--- src/include/rassw_pkg.sv ---
`default_nettype none
package rassw_pkg;
   // Link timing
   localparam int unsigned CLK_HZ         = 250_000_000;
   localparam int unsigned BAUD_HZ        = 9600;
   localparam int unsigned BIT_CYC        = CLK_HZ / BAUD_HZ;
   localparam int unsigned HALF_CYC       = BIT_CYC / 2;
   localparam int unsigned DATA_BITS      = 8;
   localparam int unsigned STOP_BITS      = 1;
   localparam int unsigned CNT_W          = 16;
   // Command characters
   localparam logic [7:0]  CHR_FLOW_OFF   = 8'h13;
   localparam logic [7:0]  CHR_SOH        = 8'h01;
   // Reset values
   localparam logic [7:0]  ADDR_DEFAULT   = 8'h00;
   localparam logic        SEL_RESET      = 1'b0;
endpackage
`default_nettype wire

--- src/logic/rassw_uart_rx.sv ---
`timescale 1ns/1ps
`default_nettype none
// 8N1 receiver at the fixed command rate; bytes at other rates fail framing only when the stop-bit sample is low
module rassw_uart_rx #(
   parameter int unsigned BIT_CYC = rassw_pkg::BIT_CYC  // Clock cycles per bit
) (
   input  wire logic       mclk,     // System clock
   input  wire logic       rst_n,    // Sync reset, active low
   input  wire logic       rxd,      // Synchronised serial input
   output logic [7:0]      rx_data,  // Received byte
   output logic            rx_valid  // One-cycle pulse, good byte
);
   typedef enum logic [1:0] {IDLE, START, DATA, STOP} rassw_rx_type;
   rassw_rx_type           st_r;
   logic [15:0]            cnt_r;
   logic [2:0]             bit_r;
   logic [7:0]             sh_r;

   always_ff @(posedge mclk) begin
      if (!rst_n) begin
         st_r     <= IDLE;
         cnt_r    <= 16'h0000;
         bit_r    <= 3'h0;
         sh_r     <= 8'h00;
         rx_data  <= 8'h00;
         rx_valid <= 1'b0;
      end else begin
         rx_valid <= 1'b0;
         unique case (st_r)
            IDLE: begin
               if (!rxd) begin
                  st_r  <= START;
                  cnt_r <= 16'(BIT_CYC / 2);
               end
            end
            START: begin
               if (cnt_r == 16'h0000) begin
                  st_r  <= rxd ? IDLE : DATA;
                  cnt_r <= 16'(BIT_CYC - 1);
                  bit_r <= 3'h0;
               end else begin
                  cnt_r <= cnt_r - 16'h0001;
               end
            end
            DATA: begin
               if (cnt_r == 16'h0000) begin
                  sh_r  <= {rxd, sh_r[7:1]};
                  cnt_r <= 16'(BIT_CYC - 1);
                  bit_r <= bit_r + 3'h1;
                  if (bit_r == 3'h7) begin
                     st_r <= STOP;
                  end
               end else begin
                  cnt_r <= cnt_r - 16'h0001;
               end
            end
            STOP: begin
               if (cnt_r == 16'h0000) begin
                  // Framing check rejects most off-rate bytes
                  rx_valid <= rxd;
                  rx_data  <= sh_r;
                  st_r     <= IDLE;
               end else begin
                  cnt_r <= cnt_r - 16'h0001;
               end
            end
         endcase
      end
   end
endmodule
`default_nettype wire

--- src/logic/rassw_top.sv ---
`timescale 1ns/1ps
`default_nettype none
module rassw_top #(
   parameter int unsigned BIT_CYC = rassw_pkg::BIT_CYC  // Clock cycles per command bit
) (
   input  wire logic       mclk,        // System clock, 250 MHz
   input  wire logic       rst_n,       // Sync reset, active low
   input  wire logic [7:0] addr_sw,     // Address switches, weighted binary
   input  wire logic       four_wire,   // Strap: 1 = four-wire, 0 = two-wire
   input  wire logic       bus_rx,      // RS485 receive data from host
   output logic            bus_tx,      // RS485 transmit data to host
   output logic            bus_tx_oe,   // RS485 driver enable
   input  wire logic       inst_rx,     // Instrument port data toward host
   output logic            inst_tx,     // Instrument port data from host
   output logic            selected     // Selected indicator
);
   logic                   rx_m_r;
   logic                   rx_s_r;
   logic [7:0]             rx_data;
   logic                   rx_valid;
   logic [7:0]             addr_m_r;
   logic [7:0]             my_addr_r;
   logic [3:0]             hi_r;
   logic [4:0]             nib;
   logic                   sel_r;

   typedef enum logic [1:0] {W_XOFF, W_HI, W_LO, W_SOH} rassw_cmd_type;
   rassw_cmd_type          cs_r;
   logic [3:0]             lo_r;

   always_ff @(posedge mclk) begin
      if (!rst_n) begin
         rx_m_r <= 1'b1;
         rx_s_r <= 1'b1;
      end else begin
         rx_m_r <= bus_rx;
         rx_s_r <= rx_m_r;
      end
   end

   always_ff @(posedge mclk) begin
      // Switches are a pin, so two flops
      if (!rst_n) begin
         addr_m_r  <= rassw_pkg::ADDR_DEFAULT;
         my_addr_r <= rassw_pkg::ADDR_DEFAULT;
      end else begin
         addr_m_r  <= addr_sw;
         my_addr_r <= addr_m_r;
      end
   end

   rassw_uart_rx #(
      .BIT_CYC  (BIT_CYC)
   ) rassw_uart_rx_i (
      .mclk     (mclk),
      .rst_n    (rst_n),
      .rxd      (rx_s_r),
      .rx_data  (rx_data),
      .rx_valid (rx_valid)
   );

   // Hex digit decode, bit 4 flags invalid
   always_comb begin
      nib = 5'h10;
      if (rx_data >= 8'h30 && rx_data <= 8'h39) begin
         nib = {1'b0, 4'(rx_data - 8'h30)};
      end else if (rx_data >= 8'h41 && rx_data <= 8'h46) begin
         nib = {1'b0, 4'(rx_data - 8'h37)};
      end else if (rx_data >= 8'h61 && rx_data <= 8'h66) begin
         nib = {1'b0, 4'(rx_data - 8'h57)};
      end
   end

   always_ff @(posedge mclk) begin
      if (!rst_n) begin
         cs_r <= W_XOFF;
         hi_r <= 4'h0;
         lo_r <= 4'h0;
      end else if (rx_valid) begin
         unique case (cs_r)
            W_XOFF: cs_r <= (rx_data == rassw_pkg::CHR_FLOW_OFF) ? W_HI : W_XOFF;
            W_HI: begin
               hi_r <= nib[3:0];
               cs_r <= nib[4] ? W_XOFF : W_LO;
               if (rx_data == rassw_pkg::CHR_FLOW_OFF) begin
                  cs_r <= W_HI;
               end
            end
            W_LO: begin
               lo_r <= nib[3:0];
               cs_r <= nib[4] ? W_XOFF : W_SOH;
               if (rx_data == rassw_pkg::CHR_FLOW_OFF) begin
                  cs_r <= W_HI;
               end
            end
            W_SOH: cs_r <= (rx_data == rassw_pkg::CHR_FLOW_OFF) ? W_HI : W_XOFF;
         endcase
      end
   end

   logic                   cmd_done;
   assign cmd_done = rx_valid && cs_r == W_SOH && rx_data == rassw_pkg::CHR_SOH;

   always_ff @(posedge mclk) begin
      if (!rst_n) begin
         sel_r <= rassw_pkg::SEL_RESET;
      end else if (cmd_done) begin
         sel_r <= ({hi_r, lo_r} == my_addr_r);
      end
   end

   assign selected = sel_r;

   assign inst_tx   = sel_r ? bus_rx : 1'b1;
   assign bus_tx    = sel_r ? inst_rx : 1'b1;
   assign bus_tx_oe = sel_r & (four_wire | ~inst_rx);


   property p_sel_on_match;
      @(posedge mclk) disable iff (!rst_n)
      cmd_done && {hi_r, lo_r} == my_addr_r |=> selected;
   endproperty
   property p_desel_other;
      @(posedge mclk) disable iff (!rst_n)
      cmd_done && {hi_r, lo_r} != my_addr_r |=> !selected;
   endproperty
   property p_sel_hold;
      @(posedge mclk) disable iff (!rst_n)
      !cmd_done |=> $stable(selected);
   endproperty
   property p_pass_fwd;
      @(posedge mclk) disable iff (!rst_n)
      selected |-> inst_tx == bus_rx;
   endproperty
   property p_pass_back;
      @(posedge mclk) disable iff (!rst_n)
      selected |-> bus_tx == inst_rx;
   endproperty
   property p_idle_mark;
      @(posedge mclk) disable iff (!rst_n)
      !selected |-> inst_tx && bus_tx && !bus_tx_oe;
   endproperty
   property p_oe_4w;
      @(posedge mclk) disable iff (!rst_n)
      selected && four_wire |-> bus_tx_oe;
   endproperty
   property p_oe_2w;
      @(posedge mclk) disable iff (!rst_n)
      selected && !four_wire |-> bus_tx_oe == !inst_rx;
   endproperty
   property p_cmd_order;
      @(posedge mclk) disable iff (!rst_n)
      cmd_done |-> $past(cs_r) == W_LO || $past(cs_r) == W_SOH;
   endproperty
   // Flow-off restarts wherever the sequencer stands
   property p_restart;
      @(posedge mclk) disable iff (!rst_n)
      rx_valid && rx_data == rassw_pkg::CHR_FLOW_OFF |=> cs_r == W_HI;
   endproperty
   property p_hi_bad;
      @(posedge mclk) disable iff (!rst_n)
      rx_valid && cs_r == W_HI && nib[4] && rx_data != rassw_pkg::CHR_FLOW_OFF
         |=> cs_r == W_XOFF;
   endproperty
   property p_lo_good;
      @(posedge mclk) disable iff (!rst_n)
      rx_valid && cs_r == W_LO && !nib[4] |=> cs_r == W_SOH;
   endproperty

   a_sel_on_match: assert property (p_sel_on_match)
      else $error("no select on match");
   a_desel_other: assert property (p_desel_other)
      else $error("no deselect");
   a_sel_hold: assert property (p_sel_hold)
      else $error("select changed without command");
   a_pass_fwd: assert property (p_pass_fwd)
      else $error("forward path wrong");
   a_pass_back: assert property (p_pass_back)
      else $error("return path wrong");
   a_idle_mark: assert property (p_idle_mark)
      else $error("idle lines not marking");
   a_oe_4w: assert property (p_oe_4w)
      else $error("four-wire enable wrong");
   a_oe_2w: assert property (p_oe_2w)
      else $error("two-wire enable wrong");
   a_cmd_order: assert property (p_cmd_order)
      else $error("command out of order");
   a_restart: assert property (p_restart)
      else $error("flow-off did not restart command");
   a_hi_bad: assert property (p_hi_bad)
      else $error("bad upper character not refused");
   a_lo_good: assert property (p_lo_good)
      else $error("good lower character not taken");

   c_select: cover property (@(posedge mclk) disable iff (!rst_n) $rose(selected));
   c_deselect: cover property (@(posedge mclk) disable iff (!rst_n) $fell(selected));
   c_fwd: cover property (@(posedge mclk) disable iff (!rst_n) selected && $fell(inst_tx));
   c_four_wire: cover property (@(posedge mclk) disable iff (!rst_n)
      selected && four_wire && bus_tx_oe);
   c_two_wire: cover property (@(posedge mclk) disable iff (!rst_n)
      selected && !four_wire && bus_tx_oe);
endmodule
`default_nettype wire

--- config.mk ---
export PLATFORM = sky130hd
export DESIGN_NAME = rassw_top
export DESIGN_NICKNAME = d
export VERILOG_FILES = /design/src/include/rassw_pkg.sv /design/src/logic/rassw_uart_rx.sv /design/src/logic/rassw_top.sv
export SDC_FILE = /design/constraint.sdc
export NUM_CORES = 1
export LEC_CHECK = 0
export BUFFER_PORTS_ARGS = -buffer_cell sky130_fd_sc_hd__buf_4
export CAP_MARGIN = 20
export CORE_MARGIN = 2
export CORE_UTILIZATION = 44
export DETAILED_ROUTE_END_ITERATION = 12
export PLACE_DENSITY = 0.69
export REMOVE_ABC_BUFFERS = 1
export SYNTH_ARGS = -nofsm -noshare
export SYNTH_HDL_FRONTEND = slang
export SYNTH_SLANG_ARGS = --single-unit
--- constraint.sdc ---
create_clock -name mclk -period 4.8 [get_ports mclk]
set_input_delay 0.72 -clock mclk [delete_from_list [all_inputs] [get_ports mclk]]
set_output_delay 0.72 -clock mclk [all_outputs]
set_load 0.02 [all_outputs]
==> results of run 1 <==
## cells in the final DEF, fill, tap and decap left out, types with 4 or more instances in the layout
cell	Yosys	routed
sky130_fd_sc_hd__dfxtp_1	67	67
sky130_fd_sc_hd__a21oi_1	34	34
sky130_fd_sc_hd__nor2_1	32	32
sky130_fd_sc_hd__nand2_1	31	31
sky130_fd_sc_hd__and2_1	21	21
sky130_fd_sc_hd__buf_4	0	17
sky130_fd_sc_hd__ha_1	16	16
sky130_fd_sc_hd__inv_1	15	15
sky130_fd_sc_hd__o21ai_0	11	11
sky130_fd_sc_hd__mux2i_1	10	10
sky130_fd_sc_hd__clkbuf_8	0	9
sky130_fd_sc_hd__xnor2_1	8	8
sky130_fd_sc_hd__nand2b_1	7	7
sky130_fd_sc_hd__nor3_1	7	7
sky130_fd_sc_hd__a211oi_1	7	7
sky130_fd_sc_hd__nand4_1	6	6
sky130_fd_sc_hd__a31oi_1	6	6
sky130_fd_sc_hd__and3_1	5	5
sky130_fd_sc_hd__nand3_1	4	4
sky130_fd_sc_hd__a22o_1	4	4
sky130_fd_sc_hd__o221a_2	4	4
## layer usage
layer  global-route usage  up-vias  share of wire  routed length [µm]
met5                    0        -              0                   0
met4              0.06784        0          0.019                 129
met3              0.04709       15          0.052                 352
met2               0.3118       67           0.49                3323
met1               0.2302     1235           0.44                3025
li1                     -     1320              -                   -
## cell usage after synthesis, drive strengths merged (2+ instances only)
| cell | number | area, µm² |
|---|---|---|
| and3 | 5 | 31.28 |
| and2 | 21 | 131.4 |
| o22ai | 3 | 18.77 |
| o32ai | 3 | 26.28 |
| mux2i | 10 | 100.1 |
| o31ai | 3 | 22.52 |
| a31oi | 7 | 50.05 |
| or3 | 3 | 18.77 |
| inv | 15 | 56.30 |
| a21boi | 2 | 15.01 |
| or2 | 3 | 18.77 |
| nor4 | 4 | 40.04 |
| or4 | 4 | 33.78 |
| buf | 6 | 33.78 |
| dfxtp | 67 | 1341 |
| a211oi | 7 | 52.55 |
| nor2 | 32 | 120.1 |
| a31o | 2 | 17.52 |
| a2111o | 2 | 22.52 |
| xnor2 | 8 | 70.07 |
| nand2 | 31 | 116.4 |
| nand3 | 5 | 30.03 |
| nand2b | 7 | 43.79 |
| a21oi | 34 | 170.2 |
| nor4b | 3 | 26.28 |
| o2bb2ai | 2 | 17.52 |
| nor3 | 7 | 35.03 |
| nand4 | 6 | 37.54 |
| a22o | 4 | 35.03 |
| ha | 16 | 200.2 |
| nor2b | 3 | 18.77 |
| clkbuf | 8 | 30.03 |
| o221a | 4 | 45.04 |
| o21ai | 11 | 55.05 |
## area by class of cell
type                            instances  area [µm²]  area share
Multi-Input combinational cell        264        1727      0.4818
Tap cell                               99       123.9     0.03457
Clock inverter                          7       83.83     0.02339
Sequential cell                        67        1341      0.3743
Timing Repair Buffer                   17       127.6     0.03561
Clock buffer                            9       123.9     0.03457
Inverter                               15       56.30     0.01571
## worst paths after layout
kind                                                       startpoint                                    to  slack [ns]  depth (start not counted)
worst max register to register  rassw_uart_rx_i.cnt_r[0]$_SDFFE_PN0P_  rassw_uart_rx_i.st_r[0]$_SDFFE_PN0P_        2.40                          7
worst min register to register                 addr_m_r[3]$_SDFF_PN0_               my_addr_r[3]$_SDFF_PN0_        0.43                          1
worst max-delay path            rassw_uart_rx_i.cnt_r[0]$_SDFFE_PN0P_  rassw_uart_rx_i.st_r[0]$_SDFFE_PN0P_        2.40                          7
worst min-delay path                           addr_m_r[3]$_SDFF_PN0_               my_addr_r[3]$_SDFF_PN0_        0.43                          1
## per-stage QoR
step	power [mW]	std cells	instance area, µm²	hold slack (ns)	utilization
final	1.427	478	3583	0.4331	0.5021
after floorplan	0.8632	346	3124	0.3863	-
after global placement	0.9452	462	3376	0.4174	0.4730
after detailed placement	0.9504	462	3376	0.4191	0.4730
after global routing	1.505	478	3583	0.4497	0.5021
after CTS	1.438	478	3583	0.4352	0.5021
## sequential cells by signal, summed over array words and instances (netlist names), 2 cells and up, named ones only
signal	count
rassw_uart_rx_i.bit_r	3
rassw_uart_rx_i.cnt_r	16
lo_r	4
cs_r	2
rassw_uart_rx_i.rx_data	8
rassw_uart_rx_i.sh_r	8
hi_r	4
my_addr_r	8
addr_m_r	8
## kinds of logic after synthesis
group           count (synthesis)
fa+ha+maj                      16
buf+inv                        29
flops                          67
simple gates                  137
xor+xnor                        8
compound gates                 92
mux                            11
## power breakdown
part	leakage [nW]	total (mW)	switching (mW)	internal [mW]
Sequential	0.546	0.618	0.0351	0.583
Combinational	0.790	0.326	0.203	0.123
Clock	0.102	0.484	0.236	0.248
## worst max-delay path: stages (launching register included)
cell and delay [ns]:
sky130_fd_sc_hd__dfxtp_1 0.33, sky130_fd_sc_hd__inv_1 0.10, sky130_fd_sc_hd__ha_1 0.15, sky130_fd_sc_hd__nor4b_1 0.41
sky130_fd_sc_hd__and2_1 0.48, sky130_fd_sc_hd__a31oi_2 0.19, sky130_fd_sc_hd__or4_1 0.43, sky130_fd_sc_hd__and3_1 0.20
==> impl_metrics.csv, run 1 <==
group,metric,value,unit
die,core_region_area,0.007137,mm²
clocking,cts_post_setup_buffers_inserted,0,
yosys,ys.flop_type,"sky130_fd_sc_hd__dfxtp_1",
yosys,seq_area_frac_synth,0.4207,
die,start_util,0.4467,
route,drc,0,
layout,n_fill_cell,711,
clocking,tritoncts_clock_tree,"done",
clocking,number_of_buffers_created_by_cts,9,
clocking,postCtsHoldBufs,0,
run,max_cap_viols,0,
timing,post-route-worst-setup-slack,2.397,ns
grt,global_route.overflow_total,0,
placement,detailedPlace.worstSlack,2.454,ns
clocking,post_cts_gate_resize_count,0,
die,design.die.area,0.007942,mm²
yosys,netlist_area,0.003188,mm²
placement,placement.io_buffers,16,
yosys,synth_xor_xnor_area_share,0.02198,
setup_path,cp_data_arrival_time,2.64,ns
route,post_drt_via_cell_ratio,5.517,
route,via_count,2637,
timing,period_needed,2.403,ns
yosys,synth_cell_types,52,
clocking,clock_path_buffers,2,
yosys,postSynthCellCount,360,
timing,timing.final.crit_share,0.5006,
placement,place.gp.congestion,0.8954,
run_status,outcome,"complete, no violations",
yosys,synth_compound_area_frac,0.1935,
route,detailed_route_wire_length_per_cell,14.29,µm
setup_path,crit_path_max_fanout,12,
route,drtAntennaViolNets,0,
die,die_width,89.12,µm
timing,finalSetupTns,0,ns
clocking,clock_tree.htree_level_count,3,
timing,slew_headroom,0.4341,
die,io_pins,17,
layout,num-nets-final,403,
setup_path,worstSetupStartpointType,"flip-flop",
timing,drv_slew,0,
setup_path,critical_path_required,5.04,ns
timing,rsz0062_at_grt,"no",
route,detail_route.iter0.violations,154,
grt,global_route.usage.total,0.1857,
power,power_leakage,1.437,nW
setup_path,critical_path.endpoint_type,"flip-flop",
yosys,yosys_warnings,0,
setup_path,path_class,"reg -> reg",
clocking,cts.clk_slew.worst_paths,0.08,ns
layout,drive_above_1_share,0.1240,
clocking,worst_skew_pair.late_latency,0.34,ns
layout,antenna_cells_inserted,0,
grt,antenna_violations_before_repair,0,
die,die-height,89.12,µm
yosys,synthesis_stage_register_bit_count,67,
placement,hpwl,4789,µm
clocking,clk_root_buffer_cell,"sky130_fd_sc_hd__clkbuf_8",
timing,achievable-frequency,416.2,MHz
yosys,synth_simple_gate_area_share,0.2284,
route,routed_wl,6831,µm
clocking,cts.sinks,67,
worst_hold_path,holdCritPathClass,"reg -> reg",
power,worst_ir_drop_vdd,0.2132,mV
yosys,dominant_combinational_cell_family_by_area_after_synthesis,"simple AND/OR/NAND/NOR gates",
layout,area.growth.synth_to_final,12.40,%
route,drt_first_pass_iters,4,
yosys,synthArstFlopShare,0,
yosys,synth.area.mux_share,0.03493,
timing,setup-violations-final,0,
grt,grt_start_max_net_pins,39,
die,placementRows,31,
timing,clock-skew-final,0.007094,ns
timing,finalHoldViolCount,0,
yosys,synth-edff-count,0,
grt,first_global_vias,2482,
yosys,yosys.area_share.adder,0.06279,
timing,max_slew.worst_pin.slew,0.8275,ns
power,power_density,398.3,mW/mm²
yosys,synthesis.area_per_instance,8.856,µm²
grt,global_route_wire_length_before_repair,11470,µm
(Power assumes the default switching activity.)
==> run 2, diff against run 1 <==
- PLACE_DENSITY: 0.69 -> 0.71
- clock period: 4.8 -> 2.14 ns (I/O delays scaled with it)
==> run 2 against run 1 <==
Against the previous run:
- hold slack lost 0.26 ns
- cell area is 4.1% higher
- via count up 5.1%
- sequential share of layout area shrank 1.5 points
- sequential power is 120% higher
- power grew 130%
- global-route usage fell by 0.18 points
- cell count grew 3.6%
==> impl_metrics.csv, run 2 (same netlist as run 1, synthesis figures left out) <==
group,metric,value,unit
setup_path,critical_path_top_delay_cell,"sky130_fd_sc_hd__nand2_1",
setup_path,crit_path_max_incr_delay,0.39,ns
worst_hold_path,hold_path_startpoint,"addr_sw[0]",
layout,antenna_cells_inserted,0,
clocking,number_of_buffers_created_by_cts,9,
layout,drive_above_1_share,0.1717,
setup_path,critical_path.top_delay_family,"simple AND/OR/NAND/NOR gates",
run_status,outcome,"complete, no violations",
route,routed_wl,6970,µm
placement,placement.io_buffers,16,
placement,place.gp.congestion,1.031,
placement,detailedPlace.worstSlack,0.1056,ns
layout,most-common-layout-cells,"67 x sky130_fd_sc_hd__dfxtp_1, 34 x sky130_fd_sc_hd__a21oi_1, 34 x sky130_fd_sc_hd__buf_4, 32 x sky130_fd_sc_hd__nor2_1, 31 x sky130_fd_sc_hd__nand2_1",
clocking,worst_skew_pair.late_latency,0.34,ns
grt,global_route.overflow_total,0,
route,drtAntennaViolNets,0,
timing,timing.final.crit_share,0.9463,
timing,achievable-frequency,493.8,MHz
die,start_util,0.4467,
grt,global_route.usage.total,0.1838,
timing,max_slew.worst_pin.slew,0.6011,ns
timing,finalHoldViolCount,0,
route,drt_first_pass_iters,5,
route,post_drt_via_cell_ratio,5.600,
power,worst_ir_drop_vdd,0.4564,mV
clocking,clock_path_buffers,2,
clocking,cts_post_setup_buffers_inserted,0,
setup_path,crit_buf_inv,0,
setup_path,worstSetupStartpointType,"flip-flop",
grt,grt_start_max_net_pins,39,
die,core_region_area,0.007137,mm²
layout,area.growth.synth_to_final,16.95,%
route,detailed_route_wire_length_per_cell,14.08,µm
clocking,clock_tree.htree_level_count,3,
timing,setup-violations-final,0,
power,power_density,894.1,mW/mm²
die,die-height,89.12,µm
setup_path,critical_path_required,2.38,ns
clocking,clk_root_buffer_cell,"sky130_fd_sc_hd__clkbuf_8",
worst_hold_path,holdCritPathClass,"in -> reg",
setup_path,critical_path.endpoint_type,"flip-flop",
grt,antenna_violations_before_repair,0,
setup_path,crit_path_max_fanout,11,
timing,drv_slew,0,
grt,global_route_wire_length_before_repair,11320,µm
die,design.die.area,0.007942,mm²
setup_path,cp_data_arrival_time,2.26,ns
setup_path,path_class,"reg -> reg",
timing,slew_headroom,0.5988,
run,max_cap_viols,0,
die,die_width,89.12,µm
placement,hpwl,5055,µm
layout,num-nets-final,420,
route,detail_route.iter0.violations,191,
die,io_pins,17,
timing,clock-skew-final,0.01124,ns
clocking,tritoncts_clock_tree,"done",
layout,largest_register_ffs,16,
setup_path,crit_path_cell_trace,"ha_1 -> nor4b_1 -> nand4_1 -> nand2_1 -> a21oi_1 -> o221a_2",
route,drc,0,
clocking,cts.clk_slew.worst_paths,0.08,ns
power,total_power,3.334,mW
layout,largest_register,"rassw_uart_rx_i.cnt_r",
grt,first_global_vias,2551,
layout,mostFrequentLayoutCell,"sky130_fd_sc_hd__dfxtp_1",
die,placementRows,31,
power,power_leakage,1.525,nW
clocking,cts.sinks,67,
timing,period_needed,2.025,ns
route,via_count,2772,
timing,post-route-worst-setup-slack,0.1150,ns
[run 2: changes by cell type in the layout (fill, tap and decap cells not counted), sizes merged]
| cell | before | now |
|---|---|---|
| inv | 17 | 19 |
| buf | 17 | 34 |
| clkinv | 3 | 1 |
[run 2: final timing paths]
check | cells after the start | endpoint | slack [ns]
setup / recovery | 6 | rassw_uart_rx_i.cnt_r[13]$_SDFFE_PN0P_ | 0.11
hold / removal | 2 | addr_m_r[0]$_SDFF_PN0_ | 0.18
setup reg to reg | 6 | rassw_uart_rx_i.cnt_r[13]$_SDFFE_PN0P_ | 0.11
hold reg to reg | 1 | rx_s_r$_SDFF_PN1_ | 0.43
[run 2: timing repair]
item	4_1_cts	5_1_grt
endpoints found under the setup margin	0	22
resized for setup	0	4
hold buffers	0	0
[run 2: layout make-up]
cell class	count	area, µm²
clock inverter	7	81.33
inverter	15	56.30
fill	642	3408
clock buffer	9	123.9
tap	99	123.9
sequential	67	1341
timing repair buffer	34	255.2
multi-input combinational	264	1747
[run 2: per-layer routing]
layer  wire length (µm)  vias up  global-route usage
met4                211        0             0.08684
met3                449       25             0.05263
li1                   -     1356                   -
met5                  0        -                   0
met2               3287      122              0.3051
met1               3021     1269              0.2191
[run 2: per-stage QoR]
step | instance area (µm²) | hold slack, ns | TNS (ns) | cells | utilization
3_3_place_gp | 3503 | 0.3983 | 0 | 479 | 0.4909
6_report | 3729 | 0.1757 | 0 | 495 | 0.5224
2_1_floorplan | 3124 | 0.3863 | 0 | 346 | -
4_1_cts | 3709 | 0.1553 | 0 | 495 | 0.5196
5_1_grt | 3729 | 0.1663 | -0.04541 | 495 | 0.5224
3_5_place_dp | 3503 | 0.4154 | 0 | 479 | 0.4909
[run 2: power by group]
group	switching (mW)	internal [mW]	leakage [nW]	total, mW
registers	0.0730	1.31	0.546	1.38
clock network	0.530	0.556	0.101	1.09
logic	0.494	0.373	0.878	0.867
total	1.10	2.24	1.52	3.33
==> run 3, diff against run 2 <==
- CTS_CLUSTER_SIZE: default -> 20
- PLACE_DENSITY: 0.71 -> 0.69
- REMOVE_ABC_BUFFERS: 1 -> default
- clock period: 2.14 -> 2.2 ns (I/O delays scaled with it)
==> run 3 against run 2 <==
Against the previous run:
- first-iteration DRC count fell by 30%
- sequential power barely moved
- setup slack improved by 0.029 ns
- die area did not move
- maximum frequency fell by 1.5%
- combinational power fell by 4.5%
- cell area barely moved
- cell count did not move
- core utilization barely moved
- largest cell class unchanged
==> impl_metrics.csv, run 3 (same netlist as run 1, synthesis figures left out) <==
group,metric,value,unit
run_status,outcome,"complete, no violations",
layout,most-common-layout-cells,"67 x sky130_fd_sc_hd__dfxtp_1, 34 x sky130_fd_sc_hd__a21oi_1, 34 x sky130_fd_sc_hd__buf_4, 32 x sky130_fd_sc_hd__nor2_1, 30 x sky130_fd_sc_hd__nand2_1",
clocking,number_of_buffers_created_by_cts,9,
worst_hold_path,holdCritPathClass,"in -> reg",
grt,grt_start_max_net_pins,39,
grt,global_route_wire_length_before_repair,11220,µm
die,start_util,0.4467,
timing,post-route-worst-setup-slack,0.1436,ns
setup_path,critical_path_required,2.47,ns
setup_path,worstSetupStartpoint,"rassw_uart_rx_i.cnt_r[1]$_SDFFE_PN0P_",
setup_path,crit_path_max_incr_delay,0.40,ns
route,detail_route.iter0.violations,134,
timing,setup-violations-final,0,
setup_path,crit_path_max_fanout,6,
placement,detailedPlace.worstSlack,0.09349,ns
timing,max_slew.worst_pin.slew,0.5311,ns
clocking,tritoncts_clock_tree,"done",
die,die_width,89.12,µm
route,detailed_route_wire_length_per_cell,13.65,µm
placement,placement.io_buffers,16,
layout,num-nets-final,420,
clocking,worst_skew_pair.late_latency,0.35,ns
clocking,cts.clk_slew.worst_paths,0.08,ns
clocking,cts.sinks,67,
timing,achievable-frequency,486.3,MHz
grt,global_route.usage.total,0.1830,
timing,rsz0062_at_grt,"no",
route,drtAntennaViolNets,0,
power,worst_ir_drop_vdd,0.5657,mV
setup_path,cp_data_arrival_time,2.33,ns
timing,drv_slew,0,
layout,design_area,0.003726,mm²
route,routed_wl,6757,µm
die,die-height,89.12,µm
setup_path,worst_r2r_startpoint,"rassw_uart_rx_i.cnt_r[1]$_SDFFE_PN0P_",
die,io_pins,17,
setup_path,critical_path_top_delay_cell,"sky130_fd_sc_hd__or4_1",
clocking,clock_tree.htree_level_count,3,
route,via_count,2700,
layout,n_fill_cell,690,
timing,finalSetupTns,0,ns
setup_path,worstReg2RegEnd,"rassw_uart_rx_i.cnt_r[1]$_SDFFE_PN0P_",
layout,area_used_by_multi_input_combinational_logic,0.001742,mm²
route,drt_first_pass_iters,4,
power,power_leakage,1.523,nW
die,core_region_area,0.007137,mm²
route,drc,0,
setup_path,regToRegSetupSlack,0.14,ns
route,post_drt_via_cell_ratio,5.455,
placement,post-place-cells,479,
yosys,synthesis.nets,389,
layout,antenna_cells_inserted,0,
grt,antenna_violations_before_repair,0,
timing,period_needed,2.056,ns
die,design.die.area,0.007942,mm²
timing,timing.final.crit_share,0.9347,
timing,slew_headroom,0.6455,
setup_path,path_class,"reg -> reg",
clocking,clock_path_buffers,2,
clocking,clk_root_buffer_cell,"sky130_fd_sc_hd__clkbuf_8",
setup_path,crit_path_cell_trace,"inv_1 -> ha_1 -> nor4b_2 -> and2_1 -> buf_4 -> a31o_2 -> or4_1 -> a21oi_1",
placement,hpwl,4818,µm
die,placementRows,31,
setup_path,worstSetupEndpoint,"rassw_uart_rx_i.cnt_r[1]$_SDFFE_PN0P_",
run,max_cap_viols,0,
layout,drive_above_1_share,0.1692,
power,power_density,868.5,mW/mm²
layout,largest_register,"rassw_uart_rx_i.cnt_r",
layout,final_cells,495,
grt,first_global_vias,2449,
worst_hold_path,min_path_cells,2,
timing,clock-skew-final,0.006414,ns
layout,area.growth.synth_to_final,16.88,%
setup_path,critical_path.endpoint_type,"flip-flop",
layout,mostFrequentLayoutCell,"sky130_fd_sc_hd__dfxtp_1",
grt,global_route.overflow_total,0,
layout,layout.area.seq,0.001341,mm²
setup_path,ff2ff_path_depth,8,
setup_path,worstSetupStartpointType,"flip-flop",
timing,finalHoldViolCount,0,
layout,largest_register_ffs,16,
placement,post_dp_area,0.003503,mm²
placement,place.gp.congestion,0.9483,
## run 3: changes by cell type in the layout (fill, tap and decap cells not counted), sizes merged
cell and delta:
clkinv +1, inv -1
## run 3: area by class of cell
| cell class | count | share of cell area |
|---|---|---|
| clock buffer | 9 | 0.03324 |
| clock inverter | 7 | 0.02250 |
| inverter | 15 | 0.01511 |
| multi-input combinational | 264 | 0.4674 |
| sequential | 67 | 0.3600 |
| tap | 99 | 0.03324 |
| timing repair buffer | 34 | 0.06850 |
## run 3: worst max-delay path: cells and delay by family, from the launching register on
| family | cells | cell delay, ns |
|---|---|---|
| buf+inv | 2 | 0.25 |
| fa+ha+maj | 1 | 0.17 |
| compound gates | 2 | 0.39 |
| simple gates | 3 | 0.79 |
| flops | 1 | 0.38 |
## run 3: per-stage QoR
step           power [mW]  hold slack [ns]    util
4_1_cts             3.245           0.1656  0.5200
3_5_place_dp        2.173           0.3956  0.4909
5_1_grt             3.413           0.1696  0.5221
3_3_place_gp        2.164           0.3929  0.4909
6_report            3.236           0.1835  0.5221
2_1_floorplan       1.925           0.3863       -
## run 3: where the power goes
part	leakage [nW]	total [mW]	switching, mW	internal (mW)
Sequential	0.546	1.35	0.0749	1.27
Clock	0.102	1.06	0.519	0.542
Combinational	0.875	0.828	0.467	0.360
Total	1.52	3.24	1.06	2.17
## run 3: worst min-delay path by stage
stage,from,to
floorplan,rx_m_r$_SDFF_PN1_,rx_s_r$_SDFF_PN1_
global placement,rx_m_r$_SDFF_PN1_,rx_s_r$_SDFF_PN1_
detailed placement,rx_m_r$_SDFF_PN1_,rx_s_r$_SDFF_PN1_
CTS,addr_sw[7],addr_m_r[7]$_SDFF_PN0_
global route,addr_sw[2],addr_m_r[2]$_SDFF_PN0_
finish,addr_sw[7],addr_m_r[7]$_SDFF_PN0_
## run 3: routing by layer
metal	track usage	up-vias	wire length, µm
li1	-	1367	-
met1	0.2325	1253	3091
met2	0.2855	66	3189
met3	0.05817	14	336
met4	0.08005	0	140
met5	0	-	0
## run 3: timing repair
action                                  in CTS  in global routing
buffers inserted                             0                  0
resized for setup                            0                  3
hold buffers                                 0                  0
endpoints found under the setup margin       0                 15
